==> config.mk <==
export PLATFORM = sky130hd
export DESIGN_NAME = tsev_bank
export DESIGN_NICKNAME = d
export VERILOG_FILES = /design/src/rtl/tsev_pkg.sv /design/src/rtl/tsev_sub_slot.sv /design/src/rtl/tsev_event_flag.sv /design/src/rtl/tsev_bank.sv
export SDC_FILE = /design/constraint.sdc
export NUM_CORES = 1
export LEC_CHECK = 0
export BUFFER_PORTS_ARGS = -buffer_cell sky130_fd_sc_hd__buf_2
export CORE_MARGIN = 2
export CORE_UTILIZATION = 54
export DETAILED_ROUTE_END_ITERATION = 12
export PLACE_DENSITY = 0.95
export SYNTH_ARGS = -nofsm -noshare
export SYNTH_HDL_FRONTEND = slang
export SYNTH_SLANG_ARGS = --single-unit
==> constraint.sdc <==
create_clock -name aclk -period 4.8 [get_ports aclk]
set_input_delay 0.24 -clock aclk [delete_from_list [all_inputs] [get_ports aclk]]
set_output_delay 0.24 -clock aclk [all_outputs]
set_load 0.1 [all_outputs]
==> src/rtl/tsev_pkg.sv <==
// package for the two-wire master subscription and event flag bank
// assumes one 40 MHz clock domain shared with the transaction engine
package tsev_pkg;

  localparam int unsigned NUM_CHANNELS = 16;
  localparam int unsigned CHAN_IDX_W   = 4;
  localparam int unsigned NUM_TASKS    = 5;
  localparam int unsigned NUM_EVENTS   = 5;
  localparam int unsigned ADDR_W       = 12;

  // subscription register offsets
  localparam logic [11:0] OFS_SUB_RX      = 12'h080;
  localparam logic [11:0] OFS_SUB_TX      = 12'h088;
  localparam logic [11:0] OFS_SUB_STOP    = 12'h094;
  localparam logic [11:0] OFS_SUB_SUSPEND = 12'h09c;
  localparam logic [11:0] OFS_SUB_RESUME  = 12'h0a0;

  // event flag offsets
  localparam logic [11:0] OFS_EV_STOPPED   = 12'h104;
  localparam logic [11:0] OFS_EV_ERROR     = 12'h124;
  localparam logic [11:0] OFS_EV_SUSPENDED = 12'h148;
  localparam logic [11:0] OFS_EV_RX_BEGAN  = 12'h14c;
  localparam logic [11:0] OFS_EV_TX_BEGAN  = 12'h150;

  // subscription field layout
  localparam int unsigned SUB_CHANNEL_INDEX_LSB = 0;
  localparam int unsigned SUB_EN_BIT    = 31;
  localparam logic [31:0] SUB_RESET     = 32'h0000_0000;
  localparam logic        EV_RESET      = 1'b0;

  // task and event index order
  localparam int unsigned TASK_RX      = 0;
  localparam int unsigned TASK_TX      = 1;
  localparam int unsigned TASK_STOP    = 2;
  localparam int unsigned TASK_SUSPEND = 3;
  localparam int unsigned TASK_RESUME  = 4;

  localparam int unsigned EV_STOPPED   = 0;
  localparam int unsigned EV_ERROR     = 1;
  localparam int unsigned EV_SUSPENDED = 2;
  localparam int unsigned EV_RX_BEGAN  = 3;
  localparam int unsigned EV_TX_BEGAN  = 4;

  localparam logic [1:0] RESP_OKAY   = 2'b00;
  localparam logic [1:0] RESP_SLVERR = 2'b10;

  typedef enum logic [1:0] {
    TSEV_RUN_IDLE,
    TSEV_RUN_SUSP_WAIT,
    TSEV_RUN_SUSPENDED
  } tsev_susp_t;

endpackage

==> src/rtl/tsev_sub_slot.sv <==
// one subscription: channel select, enable, task trigger pulse
// assumes channel events are one-cycle pulses on the same clock
`timescale 1ns/1ps
module tsev_sub_slot
  import tsev_pkg::*;
(
  input  wire logic                    aclk,
  input  wire logic                    aresetn,
  input  wire logic                    wr_en,
  input  wire logic [31:0]             wr_data,
  input  wire logic [NUM_CHANNELS-1:0] channel_event,
  output logic      [31:0]             sub_value,
  output logic                         task_fire
);

  logic [CHAN_IDX_W-1:0] channel_index_q;
  logic [CHAN_IDX_W-1:0] channel_index_d;
  logic               enable_q;
  logic               enable_d;
  logic               fire_q;
  logic               fire_d;

  always_comb begin
    channel_index_d = channel_index_q;
    enable_d        = enable_q;
    if (wr_en) begin
      channel_index_d = wr_data[SUB_CHANNEL_INDEX_LSB +: CHAN_IDX_W];
      enable_d        = wr_data[SUB_EN_BIT];
    end
    // disabled slots ignore every channel
    fire_d = enable_q & channel_event[channel_index_q];
  end

  always_ff @(posedge aclk) begin
    if (!aresetn) begin
      channel_index_q <= SUB_RESET[SUB_CHANNEL_INDEX_LSB +: CHAN_IDX_W];
      enable_q        <= SUB_RESET[SUB_EN_BIT];
      fire_q          <= 1'b0;
    end else begin
      channel_index_q <= channel_index_d;
      enable_q        <= enable_d;
      fire_q          <= fire_d;
    end
  end

  always_comb begin
    sub_value                           = '0;
    sub_value[SUB_CHANNEL_INDEX_LSB +: CHAN_IDX_W] = channel_index_q;
    sub_value[SUB_EN_BIT]               = enable_q;
  end
  assign task_fire = fire_q;

  a_fire_follows_chan: assert property (@(posedge aclk) disable iff (!aresetn)
    (enable_q && channel_event[channel_index_q] && !wr_en) |=> task_fire)
    else $error("subscribed event did not fire task");
  a_disabled_silent: assert property (@(posedge aclk) disable iff (!aresetn)
    !enable_q |=> !task_fire)
    else $error("disabled subscription fired task");

endmodule

==> src/rtl/tsev_event_flag.sv <==
// one sticky event flag, set by the engine, written by software
// assumes engine pulses are on the same clock
`timescale 1ns/1ps
module tsev_event_flag
  import tsev_pkg::*;
(
  input  wire logic aclk,
  input  wire logic aresetn,
  input  wire logic set_pulse,
  input  wire logic wr_en,
  input  wire logic wr_bit,
  output logic      flag
);

  logic flag_q;
  logic flag_d;

  always_comb begin
    flag_d = flag_q;
    if (wr_en) begin
      flag_d = wr_bit;
    end
    // a set arriving with a software clear must not be lost
    if (set_pulse) begin
      flag_d = 1'b1;
    end
  end

  always_ff @(posedge aclk) begin
    if (!aresetn) begin
      flag_q <= EV_RESET;
    end else begin
      flag_q <= flag_d;
    end
  end

  assign flag = flag_q;

  a_set_wins_clear: assert property (@(posedge aclk) disable iff (!aresetn)
    set_pulse |=> flag)
    else $error("event pulse lost");

endmodule

==> src/rtl/tsev_bank.sv <==
// subscription and event flag bank of a two-wire master, AXI4-Lite slave
// assumes the transaction engine and interconnect share aclk
//
// What this block does
// - begin-receive subscription: channel index, enable, trigger
// - begin-transmit subscription; disabled ignores channel events
// - stop subscription selects channel triggering stop task
// - suspend subscription triggers suspend on selected channel
// - resume subscription triggers resume on selected channel
// - suspended flag after suspend accepted and bus halted
//
// Decided for this implementation: register access over AXI4-Lite.
`timescale 1ns/1ps
module tsev_bank
  import tsev_pkg::*;
(
  input  wire logic                    aclk,
  input  wire logic                    aresetn,
  input  wire logic [ADDR_W-1:0]       s_axi_awaddr,
  input  wire logic                    s_axi_awvalid,
  output logic                         s_axi_awready,
  input  wire logic [31:0]             s_axi_wdata,
  input  wire logic [3:0]              s_axi_wstrb,
  input  wire logic                    s_axi_wvalid,
  output logic                         s_axi_wready,
  output logic [1:0]                   s_axi_bresp,
  output logic                         s_axi_bvalid,
  input  wire logic                    s_axi_bready,
  input  wire logic [ADDR_W-1:0]       s_axi_araddr,
  input  wire logic                    s_axi_arvalid,
  output logic                         s_axi_arready,
  output logic [31:0]                  s_axi_rdata,
  output logic [1:0]                   s_axi_rresp,
  output logic                         s_axi_rvalid,
  input  wire logic                    s_axi_rready,
  input  wire logic [NUM_CHANNELS-1:0] channel_event,
  input  wire logic                    engine_bus_halted,
  input  wire logic                    engine_stopped,
  input  wire logic                    engine_error,
  input  wire logic                    engine_receive_began,
  input  wire logic                    engine_transmit_began,
  output logic                         begin_receive_task,
  output logic                         begin_transmit_task,
  output logic                         stop_task,
  output logic                         suspend_task,
  output logic                         resume_task
);

  ////////////////////////////////////////////////////////////////////////
  // write channel: address and data taken in either order

  logic              aw_held_q;
  logic              aw_held_d;
  logic [ADDR_W-1:0] aw_addr_q;
  logic [ADDR_W-1:0] aw_addr_d;
  logic              w_held_q;
  logic              w_held_d;
  logic [31:0]       w_data_q;
  logic [31:0]       w_data_d;
  logic              bvalid_q;
  logic              bvalid_d;
  logic [1:0]        bresp_q;
  logic [1:0]        bresp_d;
  logic              wr_go;
  logic              wr_hit;
  logic [NUM_TASKS-1:0]  sub_wr;
  logic [NUM_EVENTS-1:0] ev_wr;

  localparam logic [11:0] SUB_OFS [NUM_TASKS] = '{OFS_SUB_RX, OFS_SUB_TX,
    OFS_SUB_STOP, OFS_SUB_SUSPEND, OFS_SUB_RESUME};
  localparam logic [11:0] EV_OFS [NUM_EVENTS] = '{OFS_EV_STOPPED,
    OFS_EV_ERROR, OFS_EV_SUSPENDED, OFS_EV_RX_BEGAN, OFS_EV_TX_BEGAN};

  // ready only while the slot is empty, so one write is in flight
  always_comb begin
    aw_held_d = aw_held_q;
    aw_addr_d = aw_addr_q;
    w_held_d  = w_held_q;
    w_data_d  = w_data_q;
    bvalid_d  = bvalid_q;
    bresp_d   = bresp_q;
    if (s_axi_awvalid && !aw_held_q && !bvalid_q) begin
      aw_held_d = 1'b1;
      aw_addr_d = s_axi_awaddr;
    end
    if (s_axi_wvalid && !w_held_q && !bvalid_q) begin
      w_held_d = 1'b1;
      w_data_d = s_axi_wdata;
    end
    if (wr_go) begin
      aw_held_d = 1'b0;
      w_held_d  = 1'b0;
      bvalid_d  = 1'b1;
      bresp_d   = wr_hit ? RESP_OKAY : RESP_SLVERR;
    end
    if (bvalid_q && s_axi_bready) begin
      bvalid_d = 1'b0;
    end
  end

  assign wr_go = aw_held_q && w_held_q && !bvalid_q;

  // byte lane 0 holds the flag bit; lane 3 holds subscription enable
  always_comb begin
    wr_hit = 1'b0;
    for (int i = 0; i < NUM_TASKS; i++) begin
      sub_wr[i] = wr_go && (aw_addr_q[11:2] == SUB_OFS[i][11:2]);
      wr_hit    = wr_hit | sub_wr[i];
    end
    for (int i = 0; i < NUM_EVENTS; i++) begin
      ev_wr[i] = wr_go && (aw_addr_q[11:2] == EV_OFS[i][11:2]);
      wr_hit   = wr_hit | ev_wr[i];
    end
  end

  always_ff @(posedge aclk) begin
    if (!aresetn) begin
      aw_held_q <= 1'b0;
      aw_addr_q <= '0;
      w_held_q  <= 1'b0;
      w_data_q  <= '0;
      bvalid_q  <= 1'b0;
      bresp_q   <= RESP_OKAY;
    end else begin
      aw_held_q <= aw_held_d;
      aw_addr_q <= aw_addr_d;
      w_held_q  <= w_held_d;
      w_data_q  <= w_data_d;
      bvalid_q  <= bvalid_d;
      bresp_q   <= bresp_d;
    end
  end

  // strobes are held beside the data so partial writes keep other bytes
  logic [3:0] w_strb_q;
  logic [3:0] w_strb_d;
  always_comb begin
    w_strb_d = w_strb_q;
    if (s_axi_wvalid && !w_held_q && !bvalid_q) begin
      w_strb_d = s_axi_wstrb;
    end
  end
  always_ff @(posedge aclk) begin
    if (!aresetn) begin
      w_strb_q <= '0;
    end else begin
      w_strb_q <= w_strb_d;
    end
  end

  ////////////////////////////////////////////////////////////////////////
  // subscriptions and event flags

  logic [31:0]           sub_value [NUM_TASKS];
  logic [NUM_TASKS-1:0]  task_fire;
  logic [NUM_EVENTS-1:0] ev_set;
  logic [NUM_EVENTS-1:0] ev_flag;
  logic                  suspend_halted;

  genvar g;
  generate
    for (g = 0; g < NUM_TASKS; g++) begin : g_sub
      logic [31:0] merged;
      always_comb begin
        for (int b = 0; b < 4; b++) begin
          merged[b*8 +: 8] = w_strb_q[b] ? w_data_q[b*8 +: 8]
                                         : sub_value[g][b*8 +: 8];
        end
      end
      tsev_sub_slot u_slot (
        .aclk          (aclk),
        .aresetn       (aresetn),
        .wr_en         (sub_wr[g]),
        .wr_data       (merged),
        .channel_event (channel_event),
        .sub_value     (sub_value[g]),
        .task_fire     (task_fire[g])
      );
    end
    for (g = 0; g < NUM_EVENTS; g++) begin : g_ev
      tsev_event_flag u_flag (
        .aclk      (aclk),
        .aresetn   (aresetn),
        .set_pulse (ev_set[g]),
        .wr_en     (ev_wr[g] && w_strb_q[0]),
        .wr_bit    (w_data_q[0]),
        .flag      (ev_flag[g])
      );
    end
  endgenerate

  ////////////////////////////////////////////////////////////////////////
  // suspend tracking: flag only once the engine reports the bus halted

  tsev_susp_t susp_q;
  tsev_susp_t susp_d;

  always_comb begin
    susp_d         = susp_q;
    suspend_halted = 1'b0;
    case (susp_q)
      TSEV_RUN_IDLE: begin
        if (task_fire[TASK_SUSPEND]) begin
          susp_d = TSEV_RUN_SUSP_WAIT;
        end
      end
      TSEV_RUN_SUSP_WAIT: begin
        if (task_fire[TASK_RESUME]) begin
          susp_d = TSEV_RUN_IDLE;
        end else if (engine_bus_halted) begin
          susp_d         = TSEV_RUN_SUSPENDED;
          suspend_halted = 1'b1;
        end
      end
      TSEV_RUN_SUSPENDED: begin
        if (task_fire[TASK_RESUME]) begin
          susp_d = TSEV_RUN_IDLE;
        end
      end
      default: susp_d = TSEV_RUN_IDLE;
    endcase
  end

  always_ff @(posedge aclk) begin
    if (!aresetn) begin
      susp_q <= TSEV_RUN_IDLE;
    end else begin
      susp_q <= susp_d;
    end
  end

  always_comb begin
    ev_set               = '0;
    ev_set[EV_STOPPED]   = engine_stopped;
    ev_set[EV_ERROR]     = engine_error;
    ev_set[EV_SUSPENDED] = suspend_halted;
    ev_set[EV_RX_BEGAN]  = engine_receive_began;
    ev_set[EV_TX_BEGAN]  = engine_transmit_began;
  end

  ////////////////////////////////////////////////////////////////////////
  // task outputs; a stop while suspended is the far side's fault

  logic [NUM_TASKS-1:0] task_q;
  always_ff @(posedge aclk) begin
    if (!aresetn) begin
      task_q <= '0;
    end else begin
      task_q <= task_fire;
    end
  end
  assign begin_receive_task  = task_q[TASK_RX];
  assign begin_transmit_task = task_q[TASK_TX];
  assign stop_task           = task_q[TASK_STOP];
  assign suspend_task        = task_q[TASK_SUSPEND];
  assign resume_task         = task_q[TASK_RESUME];

  ////////////////////////////////////////////////////////////////////////
  // read channel: answer one cycle after the address is taken

  logic        rvalid_q;
  logic        rvalid_d;
  logic [31:0] rdata_q;
  logic [31:0] rdata_d;
  logic [1:0]  rresp_q;
  logic [1:0]  rresp_d;
  logic        rd_hit;
  logic [31:0] rd_word;

  always_comb begin
    rd_hit  = 1'b0;
    rd_word = '0;
    for (int i = 0; i < NUM_TASKS; i++) begin
      if (s_axi_araddr[11:2] == SUB_OFS[i][11:2]) begin
        rd_hit  = 1'b1;
        rd_word = sub_value[i];
      end
    end
    for (int i = 0; i < NUM_EVENTS; i++) begin
      if (s_axi_araddr[11:2] == EV_OFS[i][11:2]) begin
        rd_hit  = 1'b1;
        rd_word = {31'h0000_0000, ev_flag[i]};
      end
    end
  end

  always_comb begin
    rvalid_d = rvalid_q;
    rdata_d  = rdata_q;
    rresp_d  = rresp_q;
    if (s_axi_arvalid && !rvalid_q) begin
      rvalid_d = 1'b1;
      rdata_d  = rd_word;
      rresp_d  = rd_hit ? RESP_OKAY : RESP_SLVERR;
    end else if (rvalid_q && s_axi_rready) begin
      rvalid_d = 1'b0;
    end
  end

  always_ff @(posedge aclk) begin
    if (!aresetn) begin
      rvalid_q <= 1'b0;
      rdata_q  <= '0;
      rresp_q  <= RESP_OKAY;
    end else begin
      rvalid_q <= rvalid_d;
      rdata_q  <= rdata_d;
      rresp_q  <= rresp_d;
    end
  end

  assign s_axi_awready = !aw_held_q && !bvalid_q;
  assign s_axi_wready  = !w_held_q && !bvalid_q;
  assign s_axi_bvalid  = bvalid_q;
  assign s_axi_bresp   = bresp_q;
  assign s_axi_arready = !rvalid_q;
  assign s_axi_rvalid  = rvalid_q;
  assign s_axi_rdata   = rdata_q;
  assign s_axi_rresp   = rresp_q;

  ////////////////////////////////////////////////////////////////////////
  // checks

  a_rx_two_cycle: assert property (@(posedge aclk) disable iff (!aresetn)
    (sub_value[TASK_RX][SUB_EN_BIT] && !sub_wr[TASK_RX]
     && channel_event[sub_value[TASK_RX][CHAN_IDX_W-1:0]])
    |=> ##1 begin_receive_task)
    else $error("begin receive not triggered");
  a_tx_ignored_off: assert property (@(posedge aclk) disable iff (!aresetn)
    !sub_value[TASK_TX][SUB_EN_BIT] |=> ##1 !begin_transmit_task)
    else $error("transmit triggered while disabled");
  a_stop_follows: assert property (@(posedge aclk) disable iff (!aresetn)
    stop_task |-> $past(task_fire[TASK_STOP]))
    else $error("stop task without subscribed event");
  a_suspend_follows: assert property (@(posedge aclk) disable iff (!aresetn)
    suspend_task |-> $past(task_fire[TASK_SUSPEND]))
    else $error("suspend task without subscribed event");
  a_resume_follows: assert property (@(posedge aclk) disable iff (!aresetn)
    resume_task |-> $past(task_fire[TASK_RESUME]))
    else $error("resume task without subscribed event");
  a_susp_flag_halt: assert property (@(posedge aclk) disable iff (!aresetn)
    (susp_q == TSEV_RUN_SUSP_WAIT && engine_bus_halted
     && !task_fire[TASK_RESUME]) |=> ev_flag[EV_SUSPENDED])
    else $error("suspended flag not raised after halt");
  a_susp_no_early: assert property (@(posedge aclk) disable iff (!aresetn)
    (susp_q == TSEV_RUN_IDLE && !ev_flag[EV_SUSPENDED] && !ev_wr[EV_SUSPENDED])
    |=> !ev_flag[EV_SUSPENDED])
    else $error("suspended flag raised without halt");
  a_engine_flags: assert property (@(posedge aclk) disable iff (!aresetn)
    (engine_stopped || engine_error) |=>
      (ev_flag[EV_STOPPED] || !$past(engine_stopped))
      && (ev_flag[EV_ERROR] || !$past(engine_error)))
    else $error("engine event flag missed");
  a_bresp_one_write: assert property (@(posedge aclk) disable iff (!aresetn)
    wr_go |=> s_axi_bvalid && !s_axi_awready && !s_axi_wready)
    else $error("write response not raised");

  c_rx_fired:   cover property (@(posedge aclk) begin_receive_task);
  c_suspended:  cover property (@(posedge aclk) susp_q == TSEV_RUN_SUSPENDED);
  c_set_clear:  cover property (@(posedge aclk)
    ev_wr[EV_ERROR] && engine_error);
  c_bad_read:   cover property (@(posedge aclk)
    s_axi_rvalid && s_axi_rresp == RESP_SLVERR);

endmodule

==> Yosys cells after proc, flatten, opt, wreduce, memory -nomap -nowiden <==
Cells that the tools add are included.
{ "totals": {"word_cells": 179, "in_bits": 88, "register_bits": 130, "out_inout_bits": 46} }
{ "classes": {"n_eq_ne": 25, "n_lt_le_gt_ge": 5, "n_reduce_logical": 50, "n_mux": 52, "n_bitwise": 15} }
{ "ops": {"columns": ["cell", "count"], "rows": [
  ["32-bit two-way mux", 10],
  ["10-bit by 6-bit equality test with 1-bit output (second input constant)", 10],
  ["10-bit by 7-bit equality test with 1-bit output (second input constant)", 10],
  ["1-bit two-way mux", 30],
  ["1-bit logical AND", 26],
  ["4-bit by 5-bit less-than comparator with 1-bit output (second input constant)", 5],
  ["1-bit binary-select mux with 4-bit select", 5],
  ["2-bit AND reduction", 10],
  ["2-bit two-way mux", 6],
  ["2-bit nonzero test", 6],
  ["1-bit OR", 9],
  ["2-bit one-hot mux with 3 select lines", 1],
  ["1-bit bitwise AND", 5],
  ["1-bit zero test", 4],
  ["2-bit by 1-bit != test with 1-bit output (second input constant)", 2],
  ["2-bit OR reduction", 2],
  ["3-bit by 2-bit != test with 1-bit output (second input constant)", 1],
  ["3-bit AND reduction", 1],
  ["2-bit by 1-bit equality test with 1-bit output (second input constant)", 1],
  ["2-bit equality test (second input constant)", 1],
  ["2-bit zero test", 1],
  ["1-bit inverter", 1]
]} }

==> Logic depth before layout (Yosys ltp) <==
Gate-level depths: netlist (run 1).
{ "logic_depth": {"ltp_word": 13, "ltp_mapped": 7, "ltp_nobuf": 5} }

==> Modules after synthesis <==
From an unflattened synthesis (run 1), not the netlist that was laid out.
{ "unflattened": {"cells_unflattened": 1317, "area_unflattened_um2": 9570.4} }
{ "by_module_without_submodules": {"columns": ["module", "instances", "cells_per_inst", "seq_area_each_um2", "area_per_inst_um2"], "rows": [
  ["tsev_bank", 1, 992, 1821.7, 6536.3],
  ["tsev_sub_slot", 5, 62, 120.1, 568.0],
  ["tsev_event_flag", 5, 3, 20.0, 38.8]
]} }

==> Least setup slack after synthesis (run 1) <==
Ideal clock, no wire load.
{ "synth_timing": {"path_kind": "reg-to-reg", "startpoint": "register bvalid_q (netlist: s_axi_bvalid)", "endpoint": "register w_data_q[0]", "synth_period_minus_slack_ps": 3107, "stages_incl_launch_ff": 6, "setup_time_ps": 128, "slack_ps": 1693, "path_buffers": 1, "required_ps": 4672, "arrival_ps": 2979, "cell_sequence": "dfxtp_1 > nor2_1 > and2_1 > clkbuf_1 > mux2i_1 > nor2_1"} }
{ "synth_between": {"elab_chain_len": 2} }
{ "synth_rtl": {"columns": ["item", "line", "source"], "rows": [
  ["start: declaration", "tsev_bank.sv:60", "logic bvalid_q;"],
  ["start signal: assignment", "tsev_bank.sv:129", "bvalid_q <= bvalid_d;"],
  ["1-bit zero test", "tsev_bank.sv:86", "if (s_axi_wvalid && !w_held_q && !bvalid_q) begin"],
  ["1-bit logical AND", "tsev_bank.sv:86", null],
  ["end signal: assignment", "tsev_bank.sv:128", "w_data_q <= w_data_d;"],
  ["end: declaration", "tsev_bank.sv:58", "logic [31:0] w_data_q;"]
]} }
Every way passes these cells.
A chain may end at the register's enable or synchronous reset.

==> Worst setup path in the final report (run 1) <==
{ "layout_timing": {"startpoint": "register aw_addr_q[6]", "endpoint": "register g_sub[3].u_slot.channel_index_q[2]"} }
{ "layout_between": {"elab_chain_len": 3} }
{ "layout_rtl": {"columns": ["item", "line", "source"], "rows": [
  ["start: declaration", "tsev_bank.sv:54", "logic [ADDR_W-1:0] aw_addr_q;"],
  ["start signal: assignment", "tsev_bank.sv:126", "aw_addr_q <= aw_addr_d;"],
  ["10-bit by 6-bit equality test with 1-bit output", "tsev_bank.sv:107", "sub_wr[i] = wr_go && (aw_addr_q[11:2] == SUB_OFS[i][11:2]);"],
  ["1-bit logical AND", "tsev_bank.sv:107", null],
  ["2-bit AND reduction (no line)", null, null],
  ["end signal: assignment", "tsev_sub_slot.sv:36", "channel_index_q <= SUB_RESET[SUB_CHANNEL_INDEX_LSB +: CHAN_IDX_W];"],
  ["end signal: assignment", "tsev_sub_slot.sv:40", "channel_index_q <= channel_index_d;"],
  ["end: declaration", "tsev_sub_slot.sv:16", "logic [CHAN_IDX_W-1:0] channel_index_q;"]
]} }
Every way passes these cells.

==> impl_metrics.py, run 1 <==
metrics = {
    "outcome": {
        "outcome": "completed",
    },
    "clocking": {
        "clock_path_buffers": 2,
        "clock_latency_ns": 0.35,
        "clkTransAtPathRegs_ns": 0.07,
        "numCtsBuffers": 9,
        "cts_tree": "yes",
        "postCtsSetupBuffers": 0,
        "cts_hold_buf": 0,
        "clock-sinks": 70,
        "cts.htree.levels": 3,
        "cts-resized-gates": 0,
        "root_buffer": "clkbuf_8",
    },
    "place": {
        "dpl_worst_slack_ns": 2.28,
        "dp_hpwl_um": 6710,
        "placed_area_sq_um": 4110,
        "place.gp.congestion": 0.915,
        "port_buffers": 71,
    },
    "synthesis": {
        "ys_types": 49,
        "postSynthCellCount": 411,
        "syn_area_sq_um": 3820,
        "synth_area_leader_cell": "dfxtp_1",
        "synth_most_common_cell": "dfxtp_1",
        "synthTopCellsByCount": "dfxtp_1 (70), nand2_1 (49), nor2_1 (41)",
        "yosys.area.top_type_share_pct": 36.7,
        "synthArstFlopShare_pct": 0,
        "synthTopCellsByArea": "dfxtp_1 (37%), mux4_2 (15%), mux2i_1 (7.9%), buf_4 (5.7%), nand2_1 (4.8%)",
        "ys_seq_elements": 70,
        "synth-edff-count": 0,
        "ys_seq_area_share_pct": 36.7,
        "ys_warn_count": 0,
        "syn_area_per_cell_sq_um": 9.30,
        "synth_flop_cell": "dfxtp_1",
    },
    "setup_path": {
        "critical_path_class": "register to register",
        "required_ns": 5.00,
        "cp-start-kind": "register",
        "cp_max_fo": 11,
        "critPathArrivalTime_ns": 2.54,
        "rr_worst_depth": 5,
        "crit_path_end_kind": "register",
    },
    "sta": {
        "maxSlewViolCount": 0,
        "worstMarginPinSlew_ns": 0.881,
        "max_freq_mhz": 428,
        "finalHoldViolations": 0,
        "fin_crit_sh_pct": 48.6,
        "clock-skew-final_ns": 0.00584,
        "postLayoutSetupSlackWorst_ns": 2.47,
        "hold_ws_ns": 0.0610,
        "rsz0062_at_grt": "false",
        "relSlewSlack_pct": 40.4,
        "fin_tns_setup_ns": 0,
        "min_period_ns": 2.33,
        "setup_viol": 0,
    },
    "global_routing": {
        "grt_pass1_wl_um": 14400,
        "antenna_found_initial": 0,
        "grt_pass1_vias": 3076,
        "grtUsageTotal_pct": 24.3,
        "grt_max_degree": 54,
        "grt.overflow.total": 0,
    },
    "die": {
        "dieWidth_um": 88.1,
        "num_rows": 30,
        "die_area_sq_um": 7770,
        "start_util_pct": 56.0,
        "die_y_um": 88.1,
        "core_sq_um": 6830,
        "ioPinCount": 134,
    },
    "layout": {
        "n_antenna_cell": 0,
        "areaGrowthSynthToFinish_pct": 14.2,
        "final_area_sq_um": 4370,
        "drive_gt1_share_pct": 24.8,
        "fin_nets": 560,
    },
    "job": {
        "drv_cap": 0,
    },
    "hold_path": {
        "holdCritPathClass": "input port to register",
        "min_path_cells": 2,
    },
    "detailed_routing": {
        "via_per_inst": 5.97,
        "routed_wl_um": 9310,
        "drt-initial-drc-count": 387,
        "antenna_left": 0,
        "vias": 3412,
        "wl_per_cell_um": 16.3,
        "drtPass1Iterations": 7,
        "drc_errors": 0,
    },
    "pwr": {
        "irDropWorstVdd_mv": 0.192,
        "p_per_area_nw_per_um2": 345,
        "finalPower_mw": 1.50,
        "p_leak_nw": 1.71,
    },
}
routing by layer:
metal | track usage [%] | vias up | wire length [um]
met5 | 0 | - | 0
met4 | 12.0 | 0 | 278
met3 | 6.50 | 35 | 810
met2 | 38.7 | 220 | 4530
met1 | 30.8 | 1592 | 3690
li1 | - | 1565 | -
logic make-up (layout without fill, tap and decap cells):
family / after synthesis / after routing / share of synthesized area (%)
AOI/OAI and AO/OA: 70 / 70 / 11.8
muxes: 55 / 55 / 22.6
and+or+nand+nor: 157 / 157 / 20.2
other: 1 / 29 / 0.0981
buffers and inverters: 58 / 95 / 8.64
DFF: 70 / 70 / 36.7
worst paths after layout:
path	start	to	slack (ns)
worst max-delay path	aw_addr_q[6]	g_sub[3].u_slot.channel_index_q[2]	2.47
worst min register to register	g_sub[1].u_slot.task_fire	task_q[1]	0.44
worst min-delay path	s_axi_rready	s_axi_rvalid	0.06
worst max register to register	aw_addr_q[6]	g_sub[3].u_slot.channel_index_q[2]	2.47
worst max-delay path, cell delays in order (launching register included):
cell and delay [ns]:
dfxtp_1 0.35, nor4b_1 0.55, nand4_1 0.46, nor2_1 0.47, mux2i_1 0.28, nor2_1 0.07
power breakdown:
group	switching (mW)	internal (mW)
registers	0.0209	0.598
logic	0.211	0.0611
clock network	0.219	0.394
placed cells by master, fill, tap and decap left out, types with 2 or more instances in the layout:
master,count
clkbuf_8,9
and3_1,6
nand2b_1,3
nor4_1,5
a211oi_1,2
clkinvlp_4,2
bufinv_16,4
a21oi_1,27
conb_1,29
nor4b_1,4
nand4_1,2
or4_1,2
inv_1,8
o41ai_1,2
mux4_2,25
and2_1,8
or4b_2,2
o2111ai_1,2
o2bb2ai_1,4
o311a_1,2
or3b_2,2
nand3_1,8
nand2_1,49
buf_2,71
nor2b_1,5
nor3_1,12
o21ai_0,18
a221oi_1,4
nand3b_1,2
dfxtp_1,70
mux2i_1,30
nor2_1,41
area by class of cell:
class | instances | area (sq um)
clock inverters | 6 | 135
multi-input cells | 311 | 2200
well taps | 96 | 120
inverters | 9 | 33.8
flip-flops and latches | 70 | 1400
fillers | 540 | 2470
repair buffers | 71 | 355
clock buffers | 9 | 124
stage by stage:
step	util, %	instances
after detailed placement	60.1	557
after global routing	63.9	572
after CTS	63.9	572
final	63.9	572
after floorplan	-	439
after global placement	60.1	557
sequential cells by signal, summed over array words and instances (netlist names), 2 cells and up:
signal                        count
g_sub.u_slot.task_fire            5
g_sub.u_slot.enable_q             5
g_sub.u_slot.channel_index_q     20
s_axi_rdata                       5
task_q                            5
g_ev.u_flag.flag                  5
w_strb_q                          2
susp_q                            2
w_data_q                          5
aw_addr_q                        10
(Power assumes the default switching activity.)
==> inputs of run 2 (changes only) <==
--- a/config.mk
+++ b/config.mk
@@ -7,9 +7,9 @@
 export LEC_CHECK = 0
 export BUFFER_PORTS_ARGS = -buffer_cell sky130_fd_sc_hd__buf_2
 export CORE_MARGIN = 2
-export CORE_UTILIZATION = 54
+export CORE_UTILIZATION = 45
 export DETAILED_ROUTE_END_ITERATION = 12
-export PLACE_DENSITY = 0.95
+export PLACE_DENSITY = 0.86
 export SYNTH_ARGS = -nofsm -noshare
 export SYNTH_HDL_FRONTEND = slang
 export SYNTH_SLANG_ARGS = --single-unit
==> constraint.sdc (replaced) <==
create_clock -name aclk -period 1.97 [get_ports aclk]
set_input_delay 0.0985 -clock aclk [delete_from_list [all_inputs] [get_ports aclk]]
set_output_delay 0.0985 -clock aclk [all_outputs]
set_load 0.1 [all_outputs]
==> run 2 against run 1 <==
Cell area is 8.1% higher. Register-to-register slack worse by 2.4 ns. Critical path depth is 2 lower. Sequential share of layout area is 2.3 points lower. Setup slack worse by 2.4 ns. Fmax is 21% higher. Global-route usage is 1.8 points lower. Count of clock-buffer cells in the layout is 1 higher. First-iteration DRC count is 6.5% lower. Hold slack worse by 0.051 ns. Routed wire length is 8.6% higher. Largest cell class unchanged.
==> impl_metrics.py, run 2 (synthesized netlist as in run 1, its figures left out) <==
metrics = {
    "sta": {
        "clock-skew-final_ns": 0.0132,
        "setup_viol": 0,
        "maxSlewViolCount": 0,
        "min_period_ns": 1.93,
        "finalHoldViolations": 0,
        "max_freq_mhz": 518,
        "worstMarginPinSlew_ns": 0.533,
        "fin_crit_sh_pct": 97.9,
        "relSlewSlack_pct": 64.2,
        "postLayoutSetupSlackWorst_ns": 0.0410,
        "rsz0062_at_grt": "false",
    },
    "layout": {
        "mostFrequentLayoutCell": "buf_2",
        "regArea_sq_um": 1410,
        "largest_register_ffs": 20,
        "final_cell_mix": "buf_2 (71), dfxtp_1 (65), nand2_1 (49)",
        "drive_gt1_share_pct": 28.8,
        "multi_input_area_sq_um": 2220,
        "fin_nets": 597,
        "n_antenna_cell": 0,
        "largestRegisters": "g_sub.u_slot.channel_index_q x20, aw_addr_q x10",
        "areaGrowthSynthToFinish_pct": 23.4,
        "regMostFlops": "g_sub.u_slot.channel_index_q",
        "final.fill_count": 690,
    },
    "hold_path": {
        "min_path_cells": 3,
        "holdCritPathClass": "input port to register",
    },
    "clocking": {
        "cts_tree": "yes",
        "postCtsSetupBuffers": 0,
        "clock_path_buffers": 2,
        "clock_latency_ns": 0.36,
        "clock-sinks": 70,
        "cts.htree.levels": 3,
        "clkTransAtPathRegs_ns": 0.07,
        "numCtsBuffers": 9,
        "root_buffer": "clkbuf_8",
    },
    "global_routing": {
        "grt.overflow.total": 0,
        "grtUsageTotal_pct": 22.6,
        "use_met3_pct": 4.15,
        "grt_pass1_wl_um": 15900,
        "grt_max_degree": 45,
        "use_met1_pct": 27.4,
        "grt_pass1_vias": 3387,
        "busiest_layer": "met2",
        "use_met2_pct": 37.9,
        "antenna_found_initial": 0,
    },
    "detailed_routing": {
        "drc_errors": 0,
        "via_per_inst": 5.73,
        "vias": 3547,
        "drt-initial-drc-count": 362,
        "routed_wl_um": 10100,
        "drtPass1Iterations": 6,
        "antenna_left": 0,
        "wl_per_cell_um": 16.3,
    },
    "setup_path": {
        "slowest_stage": "mux4_2",
        "critical_path_class": "register to register",
        "worstPathCellList": "mux4_2 > mux4_2 > and3_1",
        "max_stage_delay_ns": 0.58,
        "critPathBufInv": 0,
        "critPathArrivalTime_ns": 2.18,
        "cpLargestDelayFamily": "multiplexers",
        "required_ns": 2.22,
        "cp_num_cells": 3,
        "crit_path_end_kind": "register",
        "rr_worst_depth": 3,
        "cp_max_fo": 6,
        "cp-start-kind": "register",
        "cpMostUsedCell": "mux4_2",
    },
    "place": {
        "port_buffers": 71,
        "dpl_worst_slack_ns": -0.0373,
        "dp_hpwl_um": 7300,
        "place.gp.congestion": 0.888,
    },
    "pwr": {
        "p_per_area_nw_per_um2": 772,
        "p_leak_nw": 1.89,
        "finalPower_mw": 3.64,
        "irDropWorstVdd_mv": 0.541,
    },
    "die": {
        "num_rows": 33,
        "dieWidth_um": 96.2,
        "start_util_pct": 46.5,
        "ioPinCount": 134,
        "die_area_sq_um": 9250,
        "die_y_um": 96.2,
        "core_sq_um": 8220,
    },
    "outcome": {
        "outcome": "completed",
    },
    "job": {
        "drv_cap": 0,
    },
}
-- run 2: what timing repair did --
item | CTS | global route
resized for setup | 0 | 6
hold buffers | 17 | 0
hold endpoints to repair | 17 | 0
endpoints found under the setup margin | 0 | 7
-- run 2: metrics by stage --
step | cell area [sq um] | util, % | TNS [ns] | hold WS (ns) | std cells
floorplan | 3950 | - | -0.0997 | 0.198 | 439
global placement | 4280 | 52.1 | -0.0286 | 0.282 | 586
detailed placement | 4280 | 52.1 | -0.0373 | 0.289 | 586
CTS | 4700 | 57.2 | 0 | 0.000353 | 619
global route | 4720 | 57.4 | 0 | 0.0265 | 619
finish | 4720 | 57.4 | 0 | 0.00998 | 619
-- run 2: worst reg2reg max path, delay by kind of cell (launching register included) --
family,cells,cell delay (ns)
simple gates,1,0.19
flops,1,0.56
mux,2,1.08
-- run 2: power by group --
| group | switching [mW] | internal [mW] |
|---|---|---|
| Sequential | 0.0551 | 1.46 |
| Combinational | 0.531 | 0.187 |
| Clock | 0.539 | 0.873 |
| Total | 1.13 | 2.52 |
-- run 2: cell type report --
type | count | share of cell area [%]
Clock inverter | 6 | 2.31
Inverter | 9 | 0.716
Multi-Input combinational cell | 311 | 47.1
Timing Repair Buffer | 108 | 14.3
Clock buffer | 10 | 2.92
Tap cell | 105 | 2.79
Sequential cell | 70 | 29.8
-- run 2: metal layers --
metal	vias to the layer above	wire (um)
li1	1641	-
met1	1666	3960
met2	209	5090
met3	31	794
met4	0	265
met5	-	0
-- run 2: final timing paths --
kind                                      start                        end  slack [ns]
max          g_sub[0].u_slot.channel_index_q[0]  g_sub[0].u_slot.task_fire        0.04
min                             s_axi_awaddr[7]               aw_addr_q[7]        0.01
max reg2reg  g_sub[0].u_slot.channel_index_q[0]  g_sub[0].u_slot.task_fire        0.04
min reg2reg           g_sub[2].u_slot.task_fire                  task_q[2]        0.44
